==> config.mk <==
export PLATFORM = sky130hd
export DESIGN_NAME = pts_regs
export DESIGN_NICKNAME = d
export VERILOG_FILES = /design/src/include/pts_pkg.sv /design/src/hw/pts_delay_calc.sv /design/src/hw/pts_ts_adjust.sv /design/src/hw/pts_regs.sv
export SDC_FILE = /design/constraint.sdc
export NUM_CORES = 1
export LEC_CHECK = 0
export ABC_AREA = 1
export BUFFER_PORTS_ARGS = -buffer_cell sky130_fd_sc_hd__buf_2
export CAP_MARGIN = 20
export CORE_AREA = 2 2 286 288
export DETAILED_ROUTE_END_ITERATION = 8
export DIE_AREA = 0 0 288 290
export MAX_ROUTING_LAYER = met4
export SLEW_MARGIN = 20
export SYNTH_ARGS = -nofsm -noshare
export SYNTH_HDL_FRONTEND = slang
export SYNTH_HIERARCHICAL = 1
export SYNTH_SLANG_ARGS = --single-unit
==> constraint.sdc <==
create_clock -name CLK -period 8.3 [get_ports CLK]
set_input_delay 1.245 -clock CLK [delete_from_list [all_inputs] [get_ports CLK]]
set_output_delay 1.245 -clock CLK [all_outputs]
set_load 0.005 [all_outputs]
==> src/include/pts_pkg.sv <==
// Package: constants and types shared by the timestamp delay register bank
`default_nettype none
package pts_pkg;

    // Bus geometry
    localparam int PTS_ADDR_W = 12;
    localparam int PTS_DATA_W = 32;
    localparam int PTS_IDX_W  = 10;

    // Register indices; byte address is four times the index
    localparam logic [9:0] PTS_IDX_EGRESS_INTERVAL    = 10'h0d0;
    localparam logic [9:0] PTS_IDX_EGRESS_FRAC_TRIM   = 10'h0d1;
    localparam logic [9:0] PTS_IDX_EGRESS_WHOLE_TRIM  = 10'h0d2;
    localparam logic [9:0] PTS_IDX_INGRESS_INTERVAL   = 10'h0d3;
    localparam logic [9:0] PTS_IDX_INGRESS_FRAC_TRIM  = 10'h0d4;
    localparam logic [9:0] PTS_IDX_INGRESS_WHOLE_TRIM = 10'h0d5;
    localparam logic [9:0] PTS_IDX_ADJUST_COUNT       = 10'h0d6;
    localparam logic [9:0] PTS_IDX_EGRESS_CORR        = 10'h0d7;
    localparam logic [9:0] PTS_IDX_INGRESS_CORR       = 10'h0d8;

    // Field positions
    localparam int PTS_FRAC_LSB         = 0;
    localparam int PTS_FRAC_W           = 16;
    localparam int PTS_WHOLE_LSB        = 16;
    localparam int PTS_INTERVAL_WHOLE_W = 9;
    localparam int PTS_TRIM_WHOLE_LSB   = 0;
    localparam int PTS_TRIM_WHOLE_W     = 16;
    localparam int PTS_COUNT_W          = 16;
    localparam int PTS_INGRESS_CNT_LSB  = 16;

    // Pipeline stages between timestamp point and the GMII bus
    localparam logic [3:0] PTS_EGRESS_STAGES  = 4'h4;
    localparam logic [3:0] PTS_INGRESS_STAGES = 4'h4;

    // Values after reset
    localparam logic [31:0] PTS_WORD_RST  = 32'h0;
    localparam logic [15:0] PTS_COUNT_RST = 16'h0;

    typedef struct packed {
        logic [8:0]  whole;
        logic [15:0] frac;
    } pts_interval_t;

    typedef struct packed {
        logic [15:0] whole;
        logic [15:0] frac;
    } pts_trim_t;

    typedef struct packed {
        logic [31:0] ns;
        logic [15:0] frac;
    } pts_ts_t;

    // Signed correction, Q18.16 nanoseconds
    typedef logic signed [33:0] pts_corr_t;

    typedef enum logic [1:0] {
        PTS_IDLE   = 2'b00,
        PTS_ANSWER = 2'b01
    } pts_bus_state_t;

endpackage
`default_nettype wire

==> src/hw/pts_delay_calc.sv <==
// Stage-delay and static-trim correction for one direction
`default_nettype none
module pts_delay_calc
    import pts_pkg::*;
(
    input  wire logic          clk,
    input  wire logic          rst_n,
    input  wire pts_interval_t interval,
    input  wire pts_trim_t     trim,
    input  wire logic [3:0]    stages,
    output var  pts_corr_t     corr
);

    logic [28:0] stage_delay;
    pts_corr_t   next_corr;

    // Period times whole stage count; the period and the product have 16 fraction bits
    assign stage_delay = {4'h0, interval} * {25'h0, stages}; // RQ3

    // Whole and fraction form one signed value; trim may be negative
    assign next_corr = pts_corr_t'($signed({5'h0, stage_delay}))
                     + pts_corr_t'($signed({trim.whole, trim.frac})); // RQ11

    // Registered so the multiplier stays off the timestamp path
    always_ff @(posedge clk or negedge rst_n) begin
        if (!rst_n) begin
            corr <= '0;
        end else begin
            corr <= next_corr;
        end
    end

endmodule // pts_delay_calc
`default_nettype wire

==> src/hw/pts_ts_adjust.sv <==
// Adds the correction to a captured timestamp, one cycle of latency
`default_nettype none
module pts_ts_adjust
    import pts_pkg::*;
(
    input  wire logic      clk,
    input  wire logic      rst_n,
    input  wire logic      cap_valid,
    input  wire pts_ts_t   cap_ts,
    input  wire pts_corr_t corr,
    output var  logic      out_valid,
    output var  pts_ts_t   out_ts
);

    logic [47:0] next_sum;

    // Seconds field is not kept here, so the nanosecond count wraps
    assign next_sum = {cap_ts.ns, cap_ts.frac} + 48'(corr); // RQ11

    always_ff @(posedge clk or negedge rst_n) begin
        if (!rst_n) begin
            out_valid <= 1'b0;
        end else begin
            out_valid <= cap_valid;
        end
    end

    // Timestamp is held between captures
    always_ff @(posedge clk or negedge rst_n) begin
        if (!rst_n) begin
            out_ts <= '0;
        end else if (cap_valid) begin
            out_ts <= pts_ts_t'(next_sum);
        end
    end

endmodule // pts_ts_adjust
`default_nettype wire

==> src/hw/pts_regs.sv <==
// Timestamp delay register bank: APB slave, corrections and timestamp adjust
//
// Overview of operation
// (RQ1) Egress interval: fraction 0-15, whole 16-24
// (RQ2) Ingress interval uses the same layout
// (RQ3) Correction is period times pipeline stage count
// (RQ4) Egress fraction trim in bits 0-15
// (RQ5) Egress whole trim in bits 0-15
// (RQ6) Ingress fraction trim in bits 0-15
// (RQ7) Ingress whole trim in bits 0-15
// (RQ8) All six registers clear to zero
// (RQ9) Software sets 8 ns at 125 MHz
// (RQ10) Software treats one UI as 800 ps
// (RQ11) Timestamp gets stage delay plus static trim
//
// Decided for this implementation: the APB interface to the registers.
`default_nettype none
module pts_regs
    import pts_pkg::*;
(
    input  wire logic            CLK,
    input  wire logic            RSTN,
    input  wire logic            PSEL,
    input  wire logic            PENABLE,
    input  wire logic            PWRITE,
    input  wire logic [11:0]     PADDR,
    input  wire logic [31:0]     PWDATA,
    input  wire logic [3:0]      PSTRB,
    output var  logic [31:0]     PRDATA,
    output var  logic            PREADY,
    output var  logic            PSLVERR,
    input  wire logic            EGRESS_CAP_VALID,
    input  wire pts_ts_t         EGRESS_CAP_TS,
    input  wire logic            INGRESS_CAP_VALID,
    input  wire pts_ts_t         INGRESS_CAP_TS,
    output var  logic            EGRESS_TS_VALID,
    output var  pts_ts_t         EGRESS_TS,
    output var  logic            INGRESS_TS_VALID,
    output var  pts_ts_t         INGRESS_TS
);

    // Register map, byte address four times the index:
    //   0x340 egress interval   0x34c ingress interval
    //   0x344 egress fraction   0x350 ingress fraction
    //   0x348 egress whole trim 0x354 ingress whole trim
    //   0x358 timestamp counts, read only
    //   0x35c/0x360 corrections, low word, read only
    // Answer comes one cycle after setup, no waits.
    // Whole trims are signed; intervals unsigned.
    // Counters wrap; software takes differences.
    // Reserved bits read zero and are dropped on write.
    // Refused: unmapped words and writes to read-only ones.

    // Byte lanes of a write merged over the current word
    function automatic logic [31:0] pts_merge(
        input logic [31:0] old_word,
        input logic [31:0] new_word,
        input logic [3:0]  strb
    );
        logic [31:0] res;
        res = old_word;
        for (int b = 0; b < 4; b++) begin
            if (strb[b]) begin
                res[b*8 +: 8] = new_word[b*8 +: 8];
            end
        end
        return res;
    endfunction

    // Interval word: fraction low, whole above, top bits read zero
    function automatic logic [31:0] pts_interval_word(input pts_interval_t iv);
        logic [31:0] w;
        w = '0;
        w[PTS_FRAC_LSB +: PTS_FRAC_W] = iv.frac;
        w[PTS_WHOLE_LSB +: PTS_INTERVAL_WHOLE_W] = iv.whole;
        return w;
    endfunction

    // Trim word: one 16-bit field in the low half, upper half zero
    function automatic logic [31:0] pts_trim_word(input logic [15:0] field);
        logic [31:0] w;
        w = '0;
        w[PTS_FRAC_LSB +: PTS_FRAC_W] = field;
        return w;
    endfunction

    // Index match of a byte address
    function automatic logic pts_hit(input logic [11:0] addr, input logic [9:0] idx);
        return addr[PTS_ADDR_W-1:2] == idx;
    endfunction

    // Bus handshake state
    pts_bus_state_t bus_state;
    pts_bus_state_t next_bus_state;

    pts_interval_t  egress_clock_interval;
    pts_trim_t      egress_trim;
    pts_interval_t  ingress_clock_interval;
    pts_trim_t      ingress_trim;

    logic [15:0]    egress_count;
    logic [15:0]    ingress_count;

    pts_corr_t      egress_corr;
    pts_corr_t      ingress_corr;

    logic           setup_phase;
    logic           write_commit;
    logic [31:0]    rd_word;
    logic           rd_mapped;
    logic [31:0]    wr_word;
    logic           wr_mapped;
    logic           egress_done;
    logic           ingress_done;
    logic [31:0]    wr_merged;
    logic [5:0]     wr_en;

    // Setup cycle seen while idle; the answer follows in the access cycle
    assign setup_phase  = PSEL && !PENABLE;
    // A write lands only at the edge where the master sees PREADY
    assign write_commit = PSEL && PENABLE && PWRITE && PREADY && bus_state == PTS_ANSWER;

    // Bus state: one wait-free access per transfer
    always_comb begin
        next_bus_state = bus_state;
        unique case (bus_state)
            PTS_IDLE: begin
                if (setup_phase) begin
                    next_bus_state = PTS_ANSWER;
                end
            end
            PTS_ANSWER: begin
                next_bus_state = PTS_IDLE;
            end
            default: begin
                next_bus_state = PTS_IDLE;
            end
        endcase
    end

    // State register; reset returns the bus to idle
    always_ff @(posedge CLK or negedge RSTN) begin
        if (!RSTN) begin
            bus_state <= PTS_IDLE;
        end else begin
            bus_state <= next_bus_state;
        end
    end

    // Read multiplexer; reserved bits and unmapped words read zero
    always_comb begin
        rd_word   = '0;
        rd_mapped = 1'b1;
        if (pts_hit(PADDR, PTS_IDX_EGRESS_INTERVAL)) begin
            rd_word = pts_interval_word(egress_clock_interval); // RQ1
        end else if (pts_hit(PADDR, PTS_IDX_EGRESS_FRAC_TRIM)) begin
            rd_word = pts_trim_word(egress_trim.frac); // RQ4
        end else if (pts_hit(PADDR, PTS_IDX_EGRESS_WHOLE_TRIM)) begin
            rd_word = pts_trim_word(egress_trim.whole); // RQ5
        end else if (pts_hit(PADDR, PTS_IDX_INGRESS_INTERVAL)) begin
            rd_word = pts_interval_word(ingress_clock_interval); // RQ2
        end else if (pts_hit(PADDR, PTS_IDX_INGRESS_FRAC_TRIM)) begin
            rd_word = pts_trim_word(ingress_trim.frac); // RQ6
        end else if (pts_hit(PADDR, PTS_IDX_INGRESS_WHOLE_TRIM)) begin
            rd_word = pts_trim_word(ingress_trim.whole); // RQ7
        end else if (pts_hit(PADDR, PTS_IDX_ADJUST_COUNT)) begin
            rd_word = {ingress_count, egress_count};
        end else if (pts_hit(PADDR, PTS_IDX_EGRESS_CORR)) begin
            rd_word = egress_corr[31:0];
        end else if (pts_hit(PADDR, PTS_IDX_INGRESS_CORR)) begin
            rd_word = ingress_corr[31:0];
        end else begin
            rd_mapped = 1'b0;
        end
    end

    // Old word for strobe merging; only writable words are mapped here
    always_comb begin
        wr_word   = '0;
        wr_mapped = 1'b1;
        if (pts_hit(PADDR, PTS_IDX_EGRESS_INTERVAL)) begin
            wr_word = pts_interval_word(egress_clock_interval);
        end else if (pts_hit(PADDR, PTS_IDX_EGRESS_FRAC_TRIM)) begin
            wr_word = pts_trim_word(egress_trim.frac);
        end else if (pts_hit(PADDR, PTS_IDX_EGRESS_WHOLE_TRIM)) begin
            wr_word = pts_trim_word(egress_trim.whole);
        end else if (pts_hit(PADDR, PTS_IDX_INGRESS_INTERVAL)) begin
            wr_word = pts_interval_word(ingress_clock_interval);
        end else if (pts_hit(PADDR, PTS_IDX_INGRESS_FRAC_TRIM)) begin
            wr_word = pts_trim_word(ingress_trim.frac);
        end else if (pts_hit(PADDR, PTS_IDX_INGRESS_WHOLE_TRIM)) begin
            wr_word = pts_trim_word(ingress_trim.whole);
        end else begin
            wr_mapped = 1'b0;
        end
    end

    // Ready for exactly the access cycle of each transfer
    always_ff @(posedge CLK or negedge RSTN) begin
        if (!RSTN) begin
            PREADY <= 1'b0;
        end else begin
            PREADY <= bus_state == PTS_IDLE && setup_phase;
        end
    end

    // Read data sampled in the setup cycle, held through the access cycle
    always_ff @(posedge CLK or negedge RSTN) begin
        if (!RSTN) begin
            PRDATA <= PTS_WORD_RST;
        end else if (bus_state == PTS_IDLE && setup_phase) begin
            PRDATA <= PWRITE ? PTS_WORD_RST : rd_word;
        end
    end

    // Unmapped reads and writes, and writes to read-only words, flag an error
    always_ff @(posedge CLK or negedge RSTN) begin
        if (!RSTN) begin
            PSLVERR <= 1'b0;
        end else if (bus_state == PTS_IDLE && setup_phase) begin
            PSLVERR <= PWRITE ? !wr_mapped : !rd_mapped;
        end else begin
            PSLVERR <= 1'b0;
        end
    end

    // Write data merged over the old word once, shared by every writable word
    assign wr_merged = pts_merge(wr_word, PWDATA, PSTRB);

    // One write enable per writable word, in register order; at most one is high
    assign wr_en = {6{write_commit}} & {pts_hit(PADDR, PTS_IDX_INGRESS_WHOLE_TRIM),
                                        pts_hit(PADDR, PTS_IDX_INGRESS_FRAC_TRIM),
                                        pts_hit(PADDR, PTS_IDX_INGRESS_INTERVAL),
                                        pts_hit(PADDR, PTS_IDX_EGRESS_WHOLE_TRIM),
                                        pts_hit(PADDR, PTS_IDX_EGRESS_FRAC_TRIM),
                                        pts_hit(PADDR, PTS_IDX_EGRESS_INTERVAL)};

    // Egress clock interval; bits 25 to 31 are dropped on write
    always_ff @(posedge CLK or negedge RSTN) begin
        if (!RSTN) begin
            egress_clock_interval <= pts_interval_t'(PTS_WORD_RST[24:0]); // RQ8
        end else if (wr_en[0]) begin
            egress_clock_interval <= pts_interval_t'(wr_merged[24:0]); // RQ1
        end
    end

    // Ingress clock interval; same layout as egress
    always_ff @(posedge CLK or negedge RSTN) begin
        if (!RSTN) begin
            ingress_clock_interval <= pts_interval_t'(PTS_WORD_RST[24:0]); // RQ8
        end else if (wr_en[3]) begin
            ingress_clock_interval <= pts_interval_t'(wr_merged[24:0]); // RQ2
        end
    end

    // Egress static trim, fraction and whole in separate words
    always_ff @(posedge CLK or negedge RSTN) begin
        if (!RSTN) begin
            egress_trim <= pts_trim_t'(PTS_WORD_RST); // RQ8
        end else if (wr_en[1]) begin
            egress_trim.frac <= wr_merged[PTS_FRAC_LSB +: PTS_FRAC_W]; // RQ4
        end else if (wr_en[2]) begin
            egress_trim.whole <= wr_merged[PTS_TRIM_WHOLE_LSB +: PTS_TRIM_WHOLE_W]; // RQ5
        end
    end

    // Ingress static trim; whole part is two's complement for negative trims
    always_ff @(posedge CLK or negedge RSTN) begin
        if (!RSTN) begin
            ingress_trim <= pts_trim_t'(PTS_WORD_RST); // RQ8
        end else if (wr_en[4]) begin
            ingress_trim.frac <= wr_merged[PTS_FRAC_LSB +: PTS_FRAC_W]; // RQ6
        end else if (wr_en[5]) begin
            ingress_trim.whole <= wr_merged[PTS_TRIM_WHOLE_LSB +: PTS_TRIM_WHOLE_W]; // RQ7
        end
    end

    // Per-direction correction: interval times stages plus trim
    pts_delay_calc u_egress_calc (
        .clk      (CLK),
        .rst_n    (RSTN),
        .interval (egress_clock_interval),
        .trim     (egress_trim),
        .stages   (PTS_EGRESS_STAGES),
        .corr     (egress_corr)
    ); // RQ3

    // Receive direction uses its own stage count
    pts_delay_calc u_ingress_calc (
        .clk      (CLK),
        .rst_n    (RSTN),
        .interval (ingress_clock_interval),
        .trim     (ingress_trim),
        .stages   (PTS_INGRESS_STAGES),
        .corr     (ingress_corr)
    ); // RQ3

    // Captured timestamps corrected for the matching direction
    pts_ts_adjust u_egress_adjust (
        .clk       (CLK),
        .rst_n     (RSTN),
        .cap_valid (EGRESS_CAP_VALID),
        .cap_ts    (EGRESS_CAP_TS),
        .corr      (egress_corr),
        .out_valid (egress_done),
        .out_ts    (EGRESS_TS)
    ); // RQ11

    // Receive timestamps take the receive correction only
    pts_ts_adjust u_ingress_adjust (
        .clk       (CLK),
        .rst_n     (RSTN),
        .cap_valid (INGRESS_CAP_VALID),
        .cap_ts    (INGRESS_CAP_TS),
        .corr      (ingress_corr),
        .out_valid (ingress_done),
        .out_ts    (INGRESS_TS)
    ); // RQ11

    // Valid pulses come straight from the adjust stage flops
    assign EGRESS_TS_VALID  = egress_done;
    assign INGRESS_TS_VALID = ingress_done;

    // Adjusted timestamp counters; wrap silently so software takes differences
    always_ff @(posedge CLK or negedge RSTN) begin
        if (!RSTN) begin
            egress_count <= PTS_COUNT_RST;
        end else if (egress_done) begin
            egress_count <= egress_count + 16'h1;
        end
    end

    // Ingress count lives in the upper half of the count word
    always_ff @(posedge CLK or negedge RSTN) begin
        if (!RSTN) begin
            ingress_count <= PTS_COUNT_RST;
        end else if (ingress_done) begin
            ingress_count <= ingress_count + 16'h1;
        end
    end

endmodule // pts_regs
`default_nettype wire

Word-level counts from Yosys, hierarchy flattened:

Cells that the tools add are included.

* bits in registers: 348
* logic and storage cells: 93

* add/subtract/negate cells: 6
* eq/ne operators: 11
* multiplexer cells: 39
* bitwise operators: 3
* reduce and logical (&&, ||, !) cells: 12

Operators by type and width (count)
* $mux W32: 10
* $mux W25: 4
* $add A48 B48 Y48: 2
* $eq A10 B8 Y1 const B: 9
* $add A28 B32 Y33: 2
* $add A16 B1 Y16 const B: 2
* $mux W16: 2
* $mux W8: 3
* $mux W1: 18
* $and A6 B6 Y6: 1
* $logic_and A1 B1 Y1: 6
* $mux W2: 2
* $reduce_and A2 Y1: 2
* $logic_not A1 Y1: 3
* $eq A2 B1 Y1 const B: 1
* $logic_not A2 Y1: 1
* $ne A2 B2 Y1 const B: 1
* $not A1 Y1: 2

Depth between registers and ports, before layout:

Gate-level depths: netlist (run 1).

* word-level depth: 13
* gate-level depth with buffers: 30
* gate-level depth less buffers: 28

Cells and area by module:

The synthesis (run 1) kept the hierarchy.

Modules (own cells, without submodules)
* pts_regs: times used 1, cells each 1291, area each 9582.9 µm², sequential area each 4529.3 µm²
* pts_delay_calc (u_egress_calc): times used 1, cells each 1224, area each 7149.4 µm², sequential area each 825.8 µm²
* pts_delay_calc (u_ingress_calc): times used 1, cells each 1225, area each 7078.0 µm², sequential area each 825.8 µm²
* pts_ts_adjust (u_egress_adjust): times used 1, cells each 1060, area each 6027.0 µm², sequential area each 1226.2 µm²
* pts_ts_adjust (u_ingress_adjust): times used 1, cells each 1060, area each 5982.0 µm², sequential area each 1226.2 µm²

Worst setup path after synthesis (run 1):

OpenSTA, ideal clock, no wires.

* kind: flip-flop to flip-flop
* start point: register egress_clock_interval[5] (netlist name)
* end point: register u_egress_calc.corr[24]
* library setup time: 0.117 ns
* data arrival time: 2.830 ns
* required time: 8.183 ns
* setup slack: 5.353 ns
* stages on the path, launching flop included: 20
* buffers on the path: 0
* period minus slack after synthesis: 2.947 ns
* cell sequence: dfrtp_1 -> nand2_1 -> inv_1 -> fa_1 -> inv_1 -> fa_1 -> inv_1 -> ha_1 -> xor2_1 -> ha_1 -> nand2_1 -> inv_1 -> a21oi_1 -> nand2_2 -> nand2_1 -> nand2_2 -> nand2_1 -> nand2_1 -> nand2_1 -> nand2_1

* cells in the longest elaborated chain, start to end: 1

RTL lines
* from (decl): RTL line pts_regs.sv:96 `pts_interval_t egress_clock_interval;`
* from (signal assigned): RTL line pts_regs.sv:241 `egress_clock_interval <= pts_interval_t'(PTS_WORD_RST[24:0]);`
* from (signal assigned): RTL line pts_regs.sv:243 `egress_clock_interval <= pts_interval_t'(wr_merged[24:0]);`
* $add A28 B32 Y33: RTL line pts_delay_calc.sv:22 `+ pts_corr_t'($signed({trim.whole, trim.frac}));`
* named net u_egress_calc.next_corr[24]: RTL line pts_delay_calc.sv:15 `pts_corr_t next_corr;`
* to (signal assigned): RTL line pts_delay_calc.sv:29 `corr <= next_corr;`
* to (decl): RTL line pts_delay_calc.sv:11 `output var pts_corr_t corr`

The timed path passes the listed nets, and every way through them passes these cells.
A chain may end at the register's enable or synchronous reset.

Worst setup path after layout (run 1):

* start point: input PADDR[7]
* end point: register PRDATA[15]

* cells in the longest elaborated chain, start to end: 11
* elaborated cells on any way between the ends: 19

RTL lines
* from (decl): RTL line pts_regs.sv:26 `input wire logic [11:0] PADDR,`
* $eq A10 B8 Y1: RTL line pts_regs.sv:89 `return addr[PTS_ADDR_W-1:2] == idx;`
* $mux W32: RTL line pts_regs.sv:170 `end else if (pts_hit(PADDR, PTS_IDX_INGRESS_CORR)) begin`
* $mux W32: RTL line pts_regs.sv:168 `end else if (pts_hit(PADDR, PTS_IDX_EGRESS_CORR)) begin`
* $mux W32: RTL line pts_regs.sv:166 `end else if (pts_hit(PADDR, PTS_IDX_ADJUST_COUNT)) begin`
* $mux W32: RTL line pts_regs.sv:164 `end else if (pts_hit(PADDR, PTS_IDX_INGRESS_WHOLE_TRIM)) begin`
* $mux W32: RTL line pts_regs.sv:162 `end else if (pts_hit(PADDR, PTS_IDX_INGRESS_FRAC_TRIM)) begin`
* $mux W32: RTL line pts_regs.sv:160 `end else if (pts_hit(PADDR, PTS_IDX_INGRESS_INTERVAL)) begin`
* $mux W32: RTL line pts_regs.sv:158 `end else if (pts_hit(PADDR, PTS_IDX_EGRESS_WHOLE_TRIM)) begin`
* $mux W32: RTL line pts_regs.sv:156 `end else if (pts_hit(PADDR, PTS_IDX_EGRESS_FRAC_TRIM)) begin`
* $mux W32 (*): RTL line pts_regs.sv:154 `if (pts_hit(PADDR, PTS_IDX_EGRESS_INTERVAL)) begin`
* $mux W32 (*): RTL line pts_regs.sv:212 `PRDATA <= PWRITE ? PTS_WORD_RST : rd_word;`
* to (signal assigned): RTL line pts_regs.sv:212
* to (decl): RTL line pts_regs.sv:29 `output var logic [31:0] PRDATA,`

Mark *: on every way between the ends. The rest lies on a longest branch, timed or not.

==> run summary, run 1 <==
P_int = 3.09 mW
Flop pwr share = 0.429
Area delta synth->final = 10.9%
# setup viols final = 0
Die height = 290 µm
FP Rows = 104
Synth Area per Inst = 6.11 µm²
Worst path max stage delay = 520 ps
Vias per cell = 4.91
Sequence of cells on the critical path = buf_2 -> inv_1 -> nand2_1 -> nor2_4 -> buf_4 -> nand2_2 -> nor2_2 -> nand2_2 -> inv_1 -> nand2_1 -> o211ai_1 -> nand3_1 -> nand2_1 -> nand2_1
Reg2reg start = egress_clock_interval[5]
Fin Clk Skew = 33.8 ps
VDD IR-drop max = 117 µV
Port Buffers = 273
Ports = 283
Fin nets = 6577
Setup crit start kind = input port
Min-Delay Startpoint = u_egress_adjust/out_ts[1]
Inst Count DP = 7118
Net switching power = 1.15 mW
Crit path capture type = register
CTS H-tree depth = 2
Hold Path Stages = 2
Initial antenna violation count = 4
DR DRC count = 0
Final count of pins violating max slew = 0
CTS Buf Count = 42
CTS root buf = clkbuf_16
GRT overflow = 0
Ys async rst share = 1.00
Cell Area, Synth = 35800 µm²
DRT iter0 DRCs = 2794
Critical path data required time = 8770 ps
Worst slew margin = 0.365
Post-CTS Setup Inserts = 0
CTS tree = yes
Ys flop type = dfrtp_1
Combinational Power Share = 0.113
PostCTS Resize Cnt = 0
Reg-to-reg endpoint = u_egress_calc/corr[20]
Post-synth EDFFs = 0
DP Wirelength = 102000 µm
Sw Share = 0.272
Clock transition at the registers of the reported paths = 60 ps
Cts hold-fix bufs = 0
Synth unique cells = 52
Area taken by multi-input logic gates = 22100 µm²
Largest fanout on the critical path = 49
CTS max path bufs = 3
CP Buf/Inv Count = 4
Vias in the first global route = 32500
Core area = 80200 µm²
First-pass GRT wire length = 188000 µm
Drt first pass iters = 5
WHS Endpoint = u_egress_adjust/out_ts[1]
Most frequent cells in the layout = nand2_1 (2415), inv_1 (1207), dfrtp_1 (345), nand3_1 (280), buf_2 (272)
Die ar. = 83500 µm²
CTS sink count = 345
Final-report hold violation count = 0
Starting Density = 0.447
Total design power = 4.24 mW
Crit path max-delay cell type = nor2_2
GRT Util Overall = 0.300
R2R cell count = 19
Status = finished, final reports clean
Slew of the pin with the lowest slew margin = 943 ps
Yosys warning total = 6
Share of cells above drive strength 1 = 0.104
Routability cong. = 0.983
Mapped Cells = 5860
Kind of critical path = input port to register
Hold Crit Class = register to register
Remaining antenna violation count = 0
Post-layout min period = 3710 ps
Fill cells = 8654
Leak Pwr = 25.0 nW
Max Clk Rate = 269 MHz
Flop-to-flop setup slack = 4800 ps
Most common cell on crit path = nand2_1
Via count = 35300
Non-filler cells, final = 7195
Tcrit/Tclk final = 0.447
Commonest non-fill, non-tap cell in the layout = nand2_1
Later-pin clock latency in the skew report = 590 ps
RSZ-0062 raised after global routing = false
Pwr/cell area = 107 nW/µm²
CP top delay family = simple AND/OR/NAND/NOR gates
Setup TNS = 0 ps
FF/Latch Area = 8630 µm²
Largest net degree at the start of global routing = 121
Synth Register Bits = 345
Arrival @ worst endpoint = 4180 ps
Sequential area share after synthesis = 0.241
Die X-Extent = 288 µm
Clock network power share = 0.459
Max cap viols = 0
Final WL = 123000 µm
DR WL/cell = 17.1 µm
state kept, by name (all words and copies together), names as in the netlist, 16 cells and up:
register                 cells
PRDATA                      32
egress_count                16
egress_trim                 32
ingress_count               16
u_egress_adjust/out_ts      48
ingress_trim                32
u_ingress_calc/corr         33
u_ingress_adjust/out_ts     48
egress_clock_interval       25
u_egress_calc/corr          33
ingress_clock_interval      25
cell usage after synthesis (84+ instances only):
| cell | number | share of area |
|---|---|---|
| a21oi_1 | 155 | 0.022 |
| dfrtp_1 | 345 | 0.24 |
| fa_1 | 96 | 0.054 |
| ha_1 | 226 | 0.079 |
| inv_1 | 1209 | 0.13 |
| nand2_1 | 2415 | 0.25 |
| nand2_2 | 87 | 0.015 |
| nand3_1 | 280 | 0.039 |
| nand4_1 | 108 | 0.019 |
| nor2_1 | 266 | 0.028 |
| o21ai_0 | 84 | 0.012 |
| xor2_1 | 87 | 0.021 |
cells by family (layout without fill, tap and decap cells):
kind of cell | after synthesis | count (layout) | synth area share
AOI/OAI and AO/OA | 335 | 335 | 0.0505
xor gates and xnor gates | 135 | 135 | 0.0330
adders and majority gates | 322 | 322 | 0.133
buffers and inverters | 1348 | 1613 | 0.144
DFF | 345 | 345 | 0.241
muxes | 2 | 2 | 0.000594
other | 2 | 12 | 0.000210
and+or+nand+nor | 3371 | 3371 | 0.398
how the worst max path moves through the flow:
| stage | from | slack [ps] | endpoint | cells after the start |
|---|---|---|---|---|
| final | PADDR[7] | 4590 | PRDATA[15] | 14 |
| after global routing | PADDR[7] | 4420 | PRDATA[15] | 14 |
| after CTS | PADDR[7] | 4760 | PRDATA[15] | 14 |
| after detailed placement | PADDR[7] | 4140 | PRDATA[15] | 14 |
| after global placement | PADDR[7] | 4200 | PRDATA[15] | 14 |
| after floorplan | egress_clock_interval[5] | 5350 | u_egress_calc/corr[24] | 19 |
metal layers:
layer / vias up / part of all wire / GRT usage / routed length (µm)
met5: - / 0 / - / 0
met4: 0 / 0.036 / 0.0991 / 4400
met3: 161 / 0.069 / 0.0451 / 8500
met2: 1042 / 0.42 / 0.440 / 52000
met1: 16000 / 0.47 / 0.421 / 58100
li1: 18100 / - / - / -
stage by stage:
| stage | area (µm²) | utilization | hold WS [ps] | setup WS [ps] |
|---|---|---|---|---|
| floorplan | 35800 | - | 442 | 5350 |
| global placement | 38200 | 0.477 | 452 | 4200 |
| detailed placement | 38200 | 0.477 | 458 | 4140 |
| CTS | 39600 | 0.495 | 473 | 4760 |
| global route | 39700 | 0.495 | 492 | 4420 |
| finish | 39700 | 0.495 | 468 | 4590 |
worst register-to-register path: stages, from the launching register on:
cell and delay [ps]:
dfrtp_1 510, nand2_1 120, inv_1 60, fa_1 440, inv_1 100, fa_1 180
inv_1 40, ha_1 380, xor2_1 200, ha_1 380, nand2_1 180, inv_1 50
a21oi_1 170, nand2_2 100, nand2_1 80, nand2_2 80, nand2_1 80, nand2_1 50
nand2_1 50, nand2_1 100
final cells by class:
cell class,count,share of cell area
multi-input combinational,4173,0.556
sequential,345,0.217
inverter,1255,0.119
timing repair buffer,287,0.0384
tap,1060,0.0334
clock buffer,55,0.0292
clock inverter,16,0.00674
antenna,4,0.000252
power groups by stage:
stage	Sequential, mW	Clock (mW)	Combinational (mW)
after floorplan	1.84	0	0.251
after global placement	1.85	0	0.460
after global routing	1.83	2.04	0.530
final	1.82	1.94	0.478
after detailed placement	1.85	0	0.465
after CTS	1.82	1.98	0.468
Note: power is estimated with default switching activity, not from simulation.
==> run 2, diff against run 1 <==
clock period = 3.5 ns   (was 8.3 ns; I/O delays follow)
==> run summary, run 2 (synthesized netlist as in run 1, its figures left out) <==
Drt first pass iters = 8
Via count = 35900
DP Wirelength = 107000 µm
Status = finished, final reports clean
Die X-Extent = 288 µm
Remaining antenna violation count = 0
Fin nets = 6672
Clock network power share = 0.456
Reg-to-reg endpoint = u_egress_calc/corr[22]
Reg2reg start = egress_clock_interval[8]
CTS Buf Count = 42
Total design power = 10.0 mW
Net switching power = 2.77 mW
DR DRC count = 0
Pwr/cell area = 248 nW/µm²
DR WL/cell = 17.5 µm
Vias per cell = 4.92
Setup crit start kind = register
Max cap viols = 0
# setup viols final = 0
Largest fanout on the critical path = 4
Min-Delay Startpoint = PENABLE
Flop-to-flop setup slack = 270 ps
R2R cell count = 19
Worst slew margin = 0.391
Most frequent cells in the layout = nand2_1 (2415), inv_1 (1207), dfrtp_1 (345), nand3_1 (280), buf_2 (272)
CTS H-tree depth = 2
Setup TNS = 0 ps
Slew of the pin with the lowest slew margin = 903 ps
RSZ-0062 raised after global routing = false
Core area = 80200 µm²
Arrival @ worst endpoint = 3690 ps
Later-pin clock latency in the skew report = 590 ps
Leak Pwr = 25.5 nW
Die ar. = 83500 µm²
FP Rows = 104
Sequence of cells on the critical path = nand2_1 -> inv_1 -> fa_1 -> inv_1 -> fa_1 -> inv_1 -> ha_1 -> xor2_1 -> ha_1 -> nand2_1 -> inv_2 -> nand2_1 -> inv_1 -> a21oi_1 -> nand2_2 -> nand2_1 -> nand2_1 -> nand2_1 -> nand2_1
Starting Density = 0.447
Setup WS post-layout = 266 ps
Commonest non-fill, non-tap cell in the layout = nand2_1
CTS max path bufs = 3
Fill cells = 8585
Area taken by multi-input logic gates = 22100 µm²
Max Clk Rate = 309 MHz
Sw Share = 0.276
Critical path data required time = 3950 ps
Initial antenna violation count = 2
P_int = 7.27 mW
Worst path max stage delay = 450 ps
Final-report hold violation count = 0
Tcrit/Tclk final = 0.924
GRT overflow = 0
Final WL = 127000 µm
Ports = 283
Die height = 290 µm
CTS sink count = 345
WHS Endpoint = bus_state[0]
Share of cells above drive strength 1 = 0.119
Post-layout min period = 3230 ps
Area delta synth->final = 13.0%
Clock transition at the registers of the reported paths = 60 ps
FF/Latch Area = 8630 µm²
Routability cong. = 1.02
Most common cell on crit path = nand2_1
Hold Crit Class = input port to register
Post-CTS Setup Inserts = 0
GRT Util Overall = 0.311
Non-filler cells, final = 7291
Combinational Power Share = 0.115
Crit path max-delay cell type = fa_1
Flop pwr share = 0.429
VDD IR-drop max = 256 µV
Fin Clk Skew = 38.4 ps
Crit path capture type = register
CTS tree = yes
First-pass GRT wire length = 194000 µm
DRT iter0 DRCs = 2751
Hold Path Stages = 2
Port Buffers = 273
Pre-CTS WS = 267 ps
Kind of critical path = register to register
Final count of pins violating max slew = 0
Vias in the first global route = 33100
Inst Count DP = 7213
Biggest regs = u_egress_adjust/out_ts x48, u_ingress_adjust/out_ts x48
WHS = 135 ps
CTS root buf = clkbuf_16
Largest net degree at the start of global routing = 72
run 2: what timing repair did:
action                                  in CTS  in global routing
gates resized for setup                      0                  5
hold buffers                                 1                  0
endpoints found under the setup margin       0                  4
hold endpoints to repair                    64                  0
run 2: worst max-delay path, delay by kind of cell (launching register included):
| kind | cells | cell delay (ps) |
|---|---|---|
| compound gates | 1 | 170 |
| xor+xnor | 1 | 210 |
| fa+ha+maj | 4 | 1350 |
| buf+inv | 5 | 320 |
| flops | 1 | 380 |
| simple gates | 8 | 700 |
run 2: power by group through the flow:
stage               Sequential [mW]  Clock (mW)  Combinational [mW]
finish                         4.31        4.58                1.15
global route                   4.33        4.82                1.28
CTS                            4.31        4.65                1.13
detailed placement             4.37           0                1.12
global placement               4.37           0                1.12
floorplan                      4.36           0               0.596
run 2: how the worst max path moves through the flow:
| stage | depth (start not counted) | startpoint | endpoint | slack, ps |
|---|---|---|---|---|
| 6_report | 19 | egress_clock_interval[8] | u_egress_calc/corr[22] | 270 |
| 5_1_grt | 18 | ingress_clock_interval[2] | u_ingress_calc/corr[29] | 20 |
| 4_1_cts | 19 | egress_clock_interval[8] | u_egress_calc/corr[30] | 280 |
| 3_5_place_dp | 19 | egress_clock_interval[8] | u_egress_calc/corr[30] | 270 |
| 3_3_place_gp | 19 | egress_clock_interval[8] | u_egress_calc/corr[30] | 290 |
| 2_1_floorplan | 19 | egress_clock_interval[5] | u_egress_calc/corr[24] | 550 |
run 2: layout make-up:
type | count | share of cell area
multi-input cells | 4173 | 0.546
diodes | 3 | 0.000185
inverters | 1255 | 0.116
well taps | 1060 | 0.0328
clock inverters | 20 | 0.00662
repair buffers | 382 | 0.0565
clock buffers | 53 | 0.0285
flip-flops and latches | 345 | 0.213
run 2: per-layer routing:
layer	vias up	part of all wire	track usage	wire length, µm
li1	18300	-	-	-
met1	16300	0.46	0.433	58900
met2	1121	0.43	0.459	54200
met3	199	0.073	0.0445	9350
met4	0	0.038	0.106	4900
met5	-	0	-	0
run 2: stage by stage:
stage / area [µm²] / util
2_1_floorplan: 35800 / -
3_3_place_gp: 39000 / 0.486
3_5_place_dp: 39000 / 0.486
4_1_cts: 40400 / 0.504
5_1_grt: 40500 / 0.505
6_report: 40500 / 0.505
